`config.mk`:
```
export PLATFORM = sky130hd
export DESIGN_NAME = npt_decode
export DESIGN_NICKNAME = d
export VERILOG_FILES = /design/src/design/npt_pkg.sv /design/src/design/npt_decode.sv /design/src/design/npt_nibble_reg.sv
export SDC_FILE = /design/constraint.sdc
export NUM_CORES = 1
export LEC_CHECK = 0
export ABC_AREA = 0
export BUFFER_PORTS_ARGS = -buffer_cell sky130_fd_sc_hd__buf_2
export CORE_MARGIN = 8
export CORE_UTILIZATION = 35
export CTS_CLUSTER_DIAMETER = 50
export CTS_CLUSTER_SIZE = 24
export DETAILED_ROUTE_END_ITERATION = 10
export PLACE_DENSITY = 0.53
export RECOVER_POWER = 50
export SYNTH_ARGS = -nofsm -noshare
export SYNTH_HDL_FRONTEND = slang
export SYNTH_SLANG_ARGS = --single-unit
export TNS_END_PERCENT = 5
```
`constraint.sdc`:
```
create_clock -name clk_in -period 5.18 [get_ports clk_in]
set_input_delay 0.518 -clock clk_in [delete_from_list [all_inputs] [get_ports clk_in]]
set_output_delay 0.518 -clock clk_in [all_outputs]
set_load 0.01 [all_outputs]
```
`src/design/npt_pkg.sv`:
```
// Package of opcodes, field layouts and reset values for the transfer decoder
package npt_pkg;
  // ****************************************************************
  // Opcode bytes
  // ****************************************************************
  localparam logic [7:0] OP_NOP = 8'h56;
  localparam logic [7:0] OP_LOAD_PREFIX = 8'h6A;
  localparam logic [7:0] OP_STORE_PREFIX = 8'h69;
  localparam logic [3:0] SUB_HIGH = 4'hF;
  // Low two bits of second byte pick the target nibble or the stack pointer
  localparam logic [1:0] SEL_LOW = 2'h0;
  localparam logic [1:0] SEL_MID = 2'h1;
  localparam logic [1:0] SEL_HIGH = 2'h2;
  localparam logic [1:0] SEL_STACK = 2'h3;
  // Bits 3:2 of second byte pick the target group
  localparam logic [1:0] GRP_TIMER_A = 2'h1;
  localparam logic [1:0] GRP_TIMER_B = 2'h2;
  localparam logic [1:0] GRP_POINTER = 2'h3;
  // ****************************************************************
  // Widths and reset values
  // ****************************************************************
  localparam int NIB_W = 4;
  localparam int WIDE_W = 12;
  localparam int IMM_W = 4;
  localparam int RAM_ADDR_W = 8;
  localparam int ZP_ADDR_W = 4;
  localparam int PORT_ADDR_W = 5;
  localparam int IL_W = 6;
  localparam logic [11:0] WIDE_RST = 12'h000;
  localparam logic [3:0] NIB_RST = 4'h0;

  typedef enum logic [1:0] {
    NPT_FETCH1 = 2'b00,
    NPT_FETCH2 = 2'b01,
    NPT_EXEC = 2'b10
  } npt_state_e;
endpackage : npt_pkg

```
`src/design/npt_decode.sv`:
```
// Decode and execute slice for nibble pointer, stack and timer transfers
//
// Contract
// RL1 - Opcode 0x56 is a one-cycle no-operation changing nothing.
// RL2 - Load pointer nibble into accumulator; zero updated, carry kept, status one.
// RL3 - Load stack pointer into accumulator; zero updated, carry kept, status one.
// RL4 - Load timer A nibble into accumulator; zero updated, status one.
// RL5 - Load timer B nibble into accumulator; zero updated, status one.
// RL6 - Store accumulator to pointer nibble; carry, zero kept, status one.
// RL7 - Store accumulator to stack pointer; carry, zero kept, status one.
// RL8 - Store accumulator to timer A nibble; status one.
// RL9 - Store accumulator to timer B nibble; status one.
// RL10 - Data pointer is three addressable nibbles forming twelve bits.
// RL11 - Timer registers are three nibbles chosen by second byte bits 1:0.
// RL12 - Table reads at the pointer return low and high nibble of byte.
// RL13 - Operand fields: imm 4, RAM 8, zero-page 4, port 5, latch 6.
// RL14 - Both bytes fetched before any register write commits.
`timescale 1ns/1ps
module npt_decode (
  input wire logic clk_in, // Core clock, 125 MHz
  input wire logic nrst_in, // Synchronous reset, active low
  input wire logic byte_valid_in, // Fetch sequencer offers a byte
  input wire logic [7:0] byte_in, // Program byte
  input wire logic [7:0] rom_data_in, // Program memory byte at pointer
  input wire logic carry_in, // Carry flag from core
  output logic byte_take_out, // Byte consumed at the last edge
  output logic [3:0] acc_out, // Accumulator
  output logic zero_flag_out, // Zero flag
  output logic status_flag_out, // Status flag
  output logic carry_flag_out, // Carry flag, passed unchanged
  output logic [11:0] data_pointer_out, // Data pointer, also table address
  output logic [3:0] stack_pointer_out, // Stack pointer
  output logic [11:0] timer_a_count_out, // Timer/counter A value
  output logic [11:0] timer_b_count_out, // Timer/counter B value
  output logic [3:0] rom_low_out, // Table byte low nibble
  output logic [3:0] rom_high_out, // Table byte high nibble
  output logic done_out, // Instruction retired pulse
  output logic illegal_out, // Opcode outside this slice pulse
  output logic [3:0] fld_imm_out, // Immediate field of last second byte
  output logic [7:0] fld_ram_out, // Direct RAM address field
  output logic [3:0] fld_zp_out, // Zero-page address field
  output logic [4:0] fld_port_out, // Port address field
  output logic [5:0] fld_latch_out // Interrupt latch operand field
);
  // ****************************************************************
  // Sequencer state
  // ****************************************************************
  npt_pkg::npt_state_e state_r, state_nxt;
  logic [7:0] first_r, first_nxt;
  logic [7:0] second_r, second_nxt;
  logic [3:0] acc_nxt;
  logic zero_nxt, status_nxt, carry_nxt, done_nxt, illegal_nxt, take_nxt;
  logic [3:0] sp_nxt;
  logic wr_ptr, wr_ta, wr_tb;
  logic [1:0] sel;
  logic [3:0] rd_nib;
  logic [11:0] dp_q, ta_q, tb_q;
  logic is_load, is_store, legal2;

  // Second byte field decode
  assign sel = second_r[1:0]; // [RL11]
  assign is_load = (first_r == npt_pkg::OP_LOAD_PREFIX);
  assign is_store = (first_r == npt_pkg::OP_STORE_PREFIX);
  assign legal2 = (second_r[7:4] == npt_pkg::SUB_HIGH) &&
                  (second_r[3:2] != 2'b00) &&
                  (second_r[3:2] == npt_pkg::GRP_POINTER ||
                   sel != npt_pkg::SEL_STACK);

  // Nibble picked for a load
  always_comb begin
    rd_nib = 4'h0;
    case (second_r[3:2])
      npt_pkg::GRP_POINTER: begin
        case (sel)
          npt_pkg::SEL_LOW: rd_nib = dp_q[3:0]; // [RL2] [RL10]
          npt_pkg::SEL_MID: rd_nib = dp_q[7:4]; // [RL2]
          npt_pkg::SEL_HIGH: rd_nib = dp_q[11:8]; // [RL2]
          default: rd_nib = stack_pointer_out; // [RL3]
        endcase
      end
      npt_pkg::GRP_TIMER_A: rd_nib = ta_q[4*sel +: 4]; // [RL4]
      npt_pkg::GRP_TIMER_B: rd_nib = tb_q[4*sel +: 4]; // [RL5]
      default: rd_nib = 4'h0;
    endcase
  end

  // Next-state logic; writes only commit in EXEC after both bytes
  always_comb begin
    state_nxt = state_r;
    first_nxt = first_r;
    second_nxt = second_r;
    acc_nxt = acc_out;
    zero_nxt = zero_flag_out;
    status_nxt = status_flag_out;
    carry_nxt = carry_in; // Carry is never touched here
    sp_nxt = stack_pointer_out;
    done_nxt = 1'b0;
    illegal_nxt = 1'b0;
    take_nxt = 1'b0;
    wr_ptr = 1'b0;
    wr_ta = 1'b0;
    wr_tb = 1'b0;
    case (state_r)
      npt_pkg::NPT_FETCH1: begin
        if (byte_valid_in) begin
          take_nxt = 1'b1;
          first_nxt = byte_in;
          if (byte_in == npt_pkg::OP_NOP) begin
            done_nxt = 1'b1; // [RL1]
          end else if (byte_in == npt_pkg::OP_LOAD_PREFIX ||
                       byte_in == npt_pkg::OP_STORE_PREFIX) begin
            state_nxt = npt_pkg::NPT_FETCH2;
          end else begin
            illegal_nxt = 1'b1;
          end
        end
      end
      npt_pkg::NPT_FETCH2: begin
        if (byte_valid_in) begin
          take_nxt = 1'b1;
          second_nxt = byte_in; // [RL14]
          state_nxt = npt_pkg::NPT_EXEC;
        end
      end
      npt_pkg::NPT_EXEC: begin
        state_nxt = npt_pkg::NPT_FETCH1;
        done_nxt = legal2;
        illegal_nxt = !legal2;
        if (legal2 && is_load) begin
          acc_nxt = rd_nib; // [RL2] [RL3] [RL4] [RL5]
          zero_nxt = (rd_nib == 4'h0);
          status_nxt = 1'b1;
        end else if (legal2 && is_store) begin
          status_nxt = 1'b1; // [RL6] [RL7] [RL8] [RL9]
          case (second_r[3:2])
            npt_pkg::GRP_POINTER: begin
              if (sel == npt_pkg::SEL_STACK) begin
                sp_nxt = acc_out; // [RL7]
              end else begin
                wr_ptr = 1'b1; // [RL6] [RL14]
              end
            end
            npt_pkg::GRP_TIMER_A: wr_ta = 1'b1; // [RL8]
            npt_pkg::GRP_TIMER_B: wr_tb = 1'b1; // [RL9]
            default: wr_ptr = 1'b0;
          endcase
        end
      end
      default: state_nxt = npt_pkg::NPT_FETCH1;
    endcase
  end

  // Register stage for sequencer and flags
  always_ff @(posedge clk_in) begin
    if (!nrst_in) begin
      state_r <= npt_pkg::NPT_FETCH1;
      first_r <= 8'h00;
      second_r <= 8'h00;
      acc_out <= npt_pkg::NIB_RST;
      zero_flag_out <= 1'b0;
      status_flag_out <= 1'b0;
      carry_flag_out <= 1'b0;
      stack_pointer_out <= npt_pkg::NIB_RST;
      done_out <= 1'b0;
      illegal_out <= 1'b0;
      byte_take_out <= 1'b0;
    end else begin
      state_r <= state_nxt;
      first_r <= first_nxt;
      second_r <= second_nxt;
      acc_out <= acc_nxt;
      zero_flag_out <= zero_nxt;
      status_flag_out <= status_nxt;
      carry_flag_out <= carry_nxt;
      stack_pointer_out <= sp_nxt;
      done_out <= done_nxt;
      illegal_out <= illegal_nxt;
      byte_take_out <= take_nxt;
    end
  end

  // ****************************************************************
  // Twelve-bit targets, one nibble register each
  // ****************************************************************
  npt_nibble_reg u_ptr (.clk_in(clk_in), .nrst_in(nrst_in), .wr_in(wr_ptr),
    .sel_in(sel), .data_in(acc_out), .value_out(dp_q)); // [RL10]
  npt_nibble_reg u_ta (.clk_in(clk_in), .nrst_in(nrst_in), .wr_in(wr_ta),
    .sel_in(sel), .data_in(acc_out), .value_out(ta_q)); // [RL11]
  npt_nibble_reg u_tb (.clk_in(clk_in), .nrst_in(nrst_in), .wr_in(wr_tb),
    .sel_in(sel), .data_in(acc_out), .value_out(tb_q)); // [RL11]

  // Copies to output flops; outputs lag the internal value by one cycle
  always_ff @(posedge clk_in) begin
    if (!nrst_in) begin
      data_pointer_out <= npt_pkg::WIDE_RST;
      timer_a_count_out <= npt_pkg::WIDE_RST;
      timer_b_count_out <= npt_pkg::WIDE_RST;
      rom_low_out <= npt_pkg::NIB_RST;
      rom_high_out <= npt_pkg::NIB_RST;
      fld_imm_out <= 4'h0;
      fld_ram_out <= 8'h00;
      fld_zp_out <= 4'h0;
      fld_port_out <= 5'h00;
      fld_latch_out <= 6'h00;
    end else begin
      data_pointer_out <= dp_q;
      timer_a_count_out <= ta_q;
      timer_b_count_out <= tb_q;
      rom_low_out <= rom_data_in[3:0]; // [RL12]
      rom_high_out <= rom_data_in[7:4]; // [RL12]
      if (byte_valid_in && state_r == npt_pkg::NPT_FETCH2) begin
        fld_imm_out <= byte_in[npt_pkg::IMM_W-1:0]; // [RL13]
        fld_ram_out <= byte_in[npt_pkg::RAM_ADDR_W-1:0]; // [RL13]
        fld_zp_out <= byte_in[npt_pkg::ZP_ADDR_W-1:0]; // [RL13]
        fld_port_out <= byte_in[npt_pkg::PORT_ADDR_W-1:0]; // [RL13]
        fld_latch_out <= byte_in[npt_pkg::IL_W-1:0]; // [RL13]
      end
    end
  end
endmodule : npt_decode

```
`src/design/npt_nibble_reg.sv`:
```
// One 12-bit register written a nibble at a time
`timescale 1ns/1ps
module npt_nibble_reg (
  input wire logic clk_in, // Core clock
  input wire logic nrst_in, // Synchronous reset, active low
  input wire logic wr_in, // Nibble write strobe
  input wire logic [1:0] sel_in, // Nibble select
  input wire logic [3:0] data_in, // Nibble to write
  output logic [11:0] value_out // Whole register value
);
  logic [11:0] value_nxt;

  // Merge the written nibble into the held value
  always_comb begin
    value_nxt = value_out;
    if (wr_in) begin
      case (sel_in)
        npt_pkg::SEL_LOW: value_nxt[3:0] = data_in;
        npt_pkg::SEL_MID: value_nxt[7:4] = data_in;
        npt_pkg::SEL_HIGH: value_nxt[11:8] = data_in;
        default: value_nxt = value_out;
      endcase
    end
  end

  // Register stage
  always_ff @(posedge clk_in) begin
    if (!nrst_in) begin
      value_out <= npt_pkg::WIDE_RST;
    end else begin
      value_out <= value_nxt;
    end
  end
endmodule : npt_nibble_reg

```
==> flow_metrics.env, run 1 <==
export IMPL_clockBufferDepth=2
export IMPL_stdcell_area_sq_um=5150
export IMPL_violations="capacitance limit, slew limit"
export IMPL_ff_latch_area_sq_um=2242
export IMPL_cts_hold_fix_buffers=0
export IMPL_critPathMaxFanout=64
export IMPL_yosysWarnings=0
export IMPL_critPathLaunchType="input pin"
export IMPL_numPortBuffers=104
export IMPL_start_util=0.3567
export IMPL_dieArea_sq_um=16630
export IMPL_status="finished with violations"
export IMPL_ios=105
export IMPL_cts_sinks=112
export IMPL_fmax_mhz=307.0
export IMPL_postRouteAntennaNets=0
export IMPL_timing_final_crit_share=0.6288
export IMPL_pwr_share_seq=0.563
export IMPL_area_delta_synth_final_pct=15.36
export IMPL_cp_end_kind="register"
export IMPL_pwr_share_comb=0.032
export IMPL_cap_viol_max_count=2
export IMPL_wl_per_cell_um=16.06
export IMPL_grt_first_pass_wirelength_um=16800
export IMPL_fill_cells=1352
export IMPL_cp_slowest_stage_delay_ps=1480
export IMPL_swShare=0.2141
export IMPL_max_slew_margin=-0.2995
export IMPL_ys_ff_latch=112
export IMPL_cp_required_ps=5460
export IMPL_antenna_found_initial=0
export IMPL_cp_top_family="buffers and inverters"
export IMPL_tightest_slew_ps=1949
export IMPL_ctsHtreeMaxLevel=3
export IMPL_ys_flop_type="dfxtp_1"
export IMPL_wirelength_um=10730
export IMPL_synth_edff_count=0
export IMPL_worst_setup_path_type="in2reg"
export IMPL_grt_max_degree=65
export IMPL_tritoncts="built"
export IMPL_drive_above_1_share=0.1190
export IMPL_grt_pass1_vias=3149
export IMPL_synth_top_area_share=0.5022
export IMPL_hold_violations=0
export IMPL_drv_slew=115
export IMPL_setup_viol=0
export IMPL_dr_pass1_iters=4
export IMPL_diodes=0
export IMPL_cts_inserted_buffers=9
export IMPL_core_sq_um=12520
export IMPL_netlist_instances=418
export IMPL_cp_slowest_cell="clkbuf_1"
export IMPL_synthTopCellsByArea="dfxtp_1 50%, mux2i_1 12%, nor2b_1 7.3%"
export IMPL_worstPathArrival_ps=3540
export IMPL_powerDensity_nw_per_um2=300.7
export IMPL_detailed_place_area_sq_um=4977
export IMPL_die_h_um=128.9
export IMPL_vdd_drop_max_v=0.0001358
export IMPL_cts_setup_buffers=0
export IMPL_hold_class="in2reg"
export IMPL_die_w_um=128.9
export IMPL_fin_setup_tns_ps=0
export IMPL_pwr_share_clk=0.404
export IMPL_viasPerCell=4.689
export IMPL_syn_nets=442
export IMPL_clk_pin_slew_ps=70
export IMPL_path_cells="clkbuf_1 > clkbuf_1 > and2_1"
export IMPL_root_buffer="clkbuf_16"
export IMPL_fin_cells=668
export IMPL_syn_area_per_cell_sq_um=10.68
export IMPL_final_nets=515
export IMPL_period_needed_ps=3257
export IMPL_async_reset_ff_frac=0
export IMPL_grt_usage=0.1313
export IMPL_place_gp_congestion=0.7923
export IMPL_grt_overflow_total=0
export IMPL_core_rowCount=41
export IMPL_drt_iter0_markers=131
export IMPL_insertion_delay_ps=350
export IMPL_placed_cells=652
export IMPL_multiInputGateArea_sq_um=1969
export IMPL_route_vias_total=3132
export IMPL_syn_area_sq_um=4464
export IMPL_cts_repair_resized=0
export IMPL_dpl_hpwl_um=7794
export IMPL_p_leak_nw=2.159
export IMPL_ys_seq_area_frac=0.5022
export IMPL_ys_types=41
export IMPL_drc_errors=0
export IMPL_p_sw_w=0.0003316
export IMPL_yosysTopAreaCell="dfxtp_1"
export IMPL_cp_num_buf_inv=2
export IMPL_internal_power_w=0.001217
export IMPL_skew_ps=8.067
export IMPL_rsz0062_at_grt="no"
export IMPL_cp_common_cell="clkbuf_1"
export IMPL_total_power_w=0.001549
==> cells by family (layout without fill, tap and decap cells) <==
group	Yosys count	after routing	share of synthesized area
and+or+nand+nor	165	165	0.2267
AOI/OAI and AO/OA	26	26	0.04484
muxes	62	62	0.1564
adders and majority gates	4	4	0.01121
DFF	112	112	0.5022
xor gates and xnor gates	1	1	0.001962
buffers and inverters	48	126	0.05661
==> cell usage after synthesis (5+ instances only) <==
master and n:
dfxtp_1 112, mux2i_1 54, nor2b_1 52, and2_1 47
clkbuf_1 21, buf_4 19, nand2_1 14, nand3_1 11
nand4_1 11, a21boi_0 8, mux4_2 6, nor2_1 5
==> path summary, 6_finish.rpt <==
| check | start | to | slack, ps | cells past startpoint |
|---|---|---|---|---|
| worst max-delay path | nrst_in | timer_b_count_out[11] | 1920 | 3 |
| worst min-delay path | rom_data_in[1] | rom_low_out[1] | 380 | 2 |
| worst max register to register | second_r[3] | u_tb.value_out[11] | 2780 | 7 |
| worst min register to register | status_flag_out | status_flag_out | 480 | 1 |
==> stage by stage <==
step / util / hold slack (ps) / setup WS (ps)
6_report: 0.4114 / 376.0 / 1923
5_1_grt: 0.4114 / 367.6 / 1428
4_1_cts: 0.4189 / 356.4 / 2759
3_5_place_dp: 0.3976 / 464.2 / 2730
3_3_place_gp: 0.3976 / 464.4 / 2791
2_1_floorplan: - / 446.7 / 3008
==> registers in the layout (all words and copies together) (netlist names), 8 cells and up <==
name               count
first_r                8
timer_a_count_out     12
data_pointer_out      12
u_tb.value_out        12
u_ptr.value_out       12
second_r               8
timer_b_count_out     12
u_ta.value_out        12
==> layout by cell type, fill, tap and decap left out, types with 4 or more instances in the layout <==
master     count
nor3_1         4
a21boi_0       8
clkbuf_16      9
clkbuf_1      75
nand3_1       11
buf_2         32
and2_0        10
mux2i_1       54
mux4_2         6
nand2_1       14
dfxtp_1      112
nand4_1       11
o21ai_0        4
inv_1          4
and2_1        37
ha_1           4
nand2b_1       4
nor2b_1       52
a22oi_1        4
nor2_1         5
==> per-layer routing <==
layer	up-vias	global-route usage	wire length (um)
li1	1556	-	-
met1	1482	0.1511	4638
met2	85	0.2146	5288
met3	9	0.04592	673
met4	0	0.06151	127
met5	-	0	0
==> cell type report <==
cell class | count | share of cell area
Clock buffer | 11 | 0.04519
Clock inverter | 5 | 0.006560
Inverter | 4 | 0.002915
Multi-Input combinational cell | 258 | 0.3824
Sequential cell | 112 | 0.4354
Tap cell | 172 | 0.04179
Timing Repair Buffer | 106 | 0.08576
==> power by group through the flow <==
stage	combinational (W)	sequential, W	clock, W
3_5_place_dp	0.0000519	0.000892	0
2_1_floorplan	0.0000292	0.000894	0
3_3_place_gp	0.0000511	0.000892	0
6_report	0.0000501	0.000872	0.000626
4_1_cts	0.0000518	0.000872	0.000655
5_1_grt	0.0000559	0.000873	0.000690
Note: power is estimated with default switching activity, not from simulation.
==> run 2: changes to the inputs <==
==> constraint.sdc (replaced) <==
create_clock -name clk_in -period 3 [get_ports clk_in]
set_input_delay 0.3 -clock clk_in [delete_from_list [all_inputs] [get_ports clk_in]]
set_output_delay 0.3 -clock clk_in [all_outputs]
set_load 0.01 [all_outputs]
==> run 2 against run 1 <==
The run still ends with capacitance limit, slew limit left. Global-route usage is 0.060 points lower. First-iteration DRC count up 4.6%. Combinational power grew 78%. Via count shrank 0.80%. Sequential share of layout area shrank 0.92 points. Cell area rose by 2.2%. Hold slack got worse by 220 ps. Clock skew is 2.0 ps higher. Flip-flop and latch count did not move. Critical path depth increased by 4. Cell count grew 0.75%. Largest power group unchanged.
==> flow_metrics.env, run 2 (synthesis results as in run 1) <==
export IMPL_antenna_found_initial=0
export IMPL_place_gp_congestion=0.7878
export IMPL_numPortBuffers=104
export IMPL_path_cells="inv_1 > ha_1 > and4b_1 > and3_1 > nand4_1 > mux2i_1 > nor2b_1"
export IMPL_tritoncts="built"
export IMPL_cap_viol_max_count=1
export IMPL_cp_top_family="simple AND/OR/NAND/NOR gates"
export IMPL_drt_iter0_markers=137
export IMPL_area_delta_synth_final_pct=17.85
export IMPL_ff_latch_area_sq_um=2242
export IMPL_root_buffer="clkbuf_16"
export IMPL_cts_repair_resized=0
export IMPL_dpl_hpwl_um=7846
export IMPL_critPathLaunchType="register"
export IMPL_cp_slowest_cell="dfxtp_1"
export IMPL_die_w_um=128.9
export IMPL_cts_hold_fix_buffers=0
export IMPL_cp_end_kind="register"
export IMPL_cp_required_ps=3230
export IMPL_grt_overflow_total=0
export IMPL_status="finished with violations"
export IMPL_drc_errors=0
export IMPL_max_slew_margin=-0.1870
export IMPL_cp_endpoint="u_tb.value_out[8]"
export IMPL_ios=105
export IMPL_r2r_cells=7
export IMPL_drv_slew=51
export IMPL_worstPathArrival_ps=2680
export IMPL_dieArea_sq_um=16630
export IMPL_violations="capacitance limit, slew limit"
export IMPL_cts_sinks=112
export IMPL_worst_setup_path_type="reg2reg"
export IMPL_wl_per_cell_um=15.97
export IMPL_timing_final_crit_share=0.8164
export IMPL_regToRegStartpoint="second_r[2]"
export IMPL_core_rowCount=41
export IMPL_fin_setup_tns_ps=0
export IMPL_final_nets=520
export IMPL_p_leak_nw=2.295
export IMPL_fin_cells=673
export IMPL_worst_path_stages=7
export IMPL_final_common_cell="dfxtp_1"
export IMPL_wirelength_um=10750
export IMPL_final_cell_mix="112 x dfxtp_1, 55 x clkbuf_1, 54 x mux2i_1, 52 x nor2b_1, 51 x buf_2"
export IMPL_rr_endpoint="u_tb.value_out[8]"
export IMPL_fmax_mhz=408.3
export IMPL_grt_first_pass_wirelength_um=16820
export IMPL_cts_inserted_buffers=9
export IMPL_cts_setup_buffers=0
export IMPL_vdd_drop_max_v=0.0002157
export IMPL_hold_class="in2reg"
export IMPL_skew_ps=10.06
export IMPL_setup_viol=0
export IMPL_cp_slowest_stage_delay_ps=470
export IMPL_ctsHtreeMaxLevel=3
export IMPL_insertion_delay_ps=350
export IMPL_clk_pin_slew_ps=70
export IMPL_grt_pass1_vias=3101
export IMPL_rrSetupSlack_ps=550
export IMPL_postRouteAntennaNets=0
export IMPL_clockBufferDepth=2
export IMPL_rsz0062_at_grt="no"
export IMPL_start_util=0.3567
export IMPL_core_sq_um=12520
export IMPL_tightest_slew_ps=1781
export IMPL_period_needed_ps=2449
export IMPL_drive_above_1_share=0.1677
export IMPL_fill_cells=1306
export IMPL_dr_pass1_iters=4
export IMPL_hold_violations=0
export IMPL_diodes=0
export IMPL_grt_max_degree=63
export IMPL_viasPerCell=4.617
export IMPL_placed_cells=657
export IMPL_startpoint="second_r[2]"
export IMPL_die_h_um=128.9
export IMPL_grt_usage=0.1307
export IMPL_multiInputGateArea_sq_um=1969
export IMPL_critPathMaxFanout=11
export IMPL_powerDensity_nw_per_um2=531.6
export IMPL_route_vias_total=3107
export IMPL_cp_num_buf_inv=1
==> run 2: metal layers <==
metal	part of all wire	up-vias	track usage
li1	-	1563	-
met1	0.45	1459	0.1556
met2	0.48	72	0.2131
met3	0.049	13	0.03682
met4	0.020	0	0.06289
met5	0	-	0
==> run 2: worst min path at each step <==
stage / from / to / slack (ps) / cells past startpoint
floorplan: carry_in / carry_flag_out / 430 / 1
global placement: status_flag_out / status_flag_out / 470 / 1
detailed placement: status_flag_out / status_flag_out / 470 / 1
CTS: rom_data_in[6] / rom_high_out[2] / 140 / 2
global route: rom_data_in[2] / rom_low_out[2] / 150 / 2
finish: rom_data_in[0] / rom_low_out[0] / 160 / 2
==> run 2: layout make-up <==
| cell class | count | share of cell area |
|---|---|---|
| tap | 172 | 0.04090 |
| inverter | 4 | 0.002854 |
| multi-input combinational | 258 | 0.3743 |
| timing repair buffer | 111 | 0.09869 |
| clock buffer | 13 | 0.04946 |
| sequential | 112 | 0.4262 |
| clock inverter | 3 | 0.007610 |
==> run 2: worst register-to-register path: cells and delay by family (launching register included) <==
kind	cells	cell delay, ps
adders and majority gates	1	250
DFF	1	470
and+or+nand+nor	4	1210
muxes	1	300
buffers and inverters	1	110
==> run 2: per-stage QoR <==
stage	power, W	setup WS (ps)	instance area [sq um]	utilization	hold slack, ps
after floorplan	0.001594	827.7	4464	-	427.3
after global placement	0.001632	705.8	5027	0.4016	466.3
after detailed placement	0.001633	567.2	5027	0.4016	466.4
after CTS	0.002838	536.5	5328	0.4256	141.5
after global routing	0.002906	306.1	5261	0.4203	146.5
final	0.002797	550.7	5261	0.4203	157.2
==> run 2: power breakdown <==
group	leakage, nW	switching (W)	internal [W]
logic	1.24	0.0000481	0.0000413
registers	0.906	0.00000633	0.00150
clock network	0.150	0.000509	0.000691
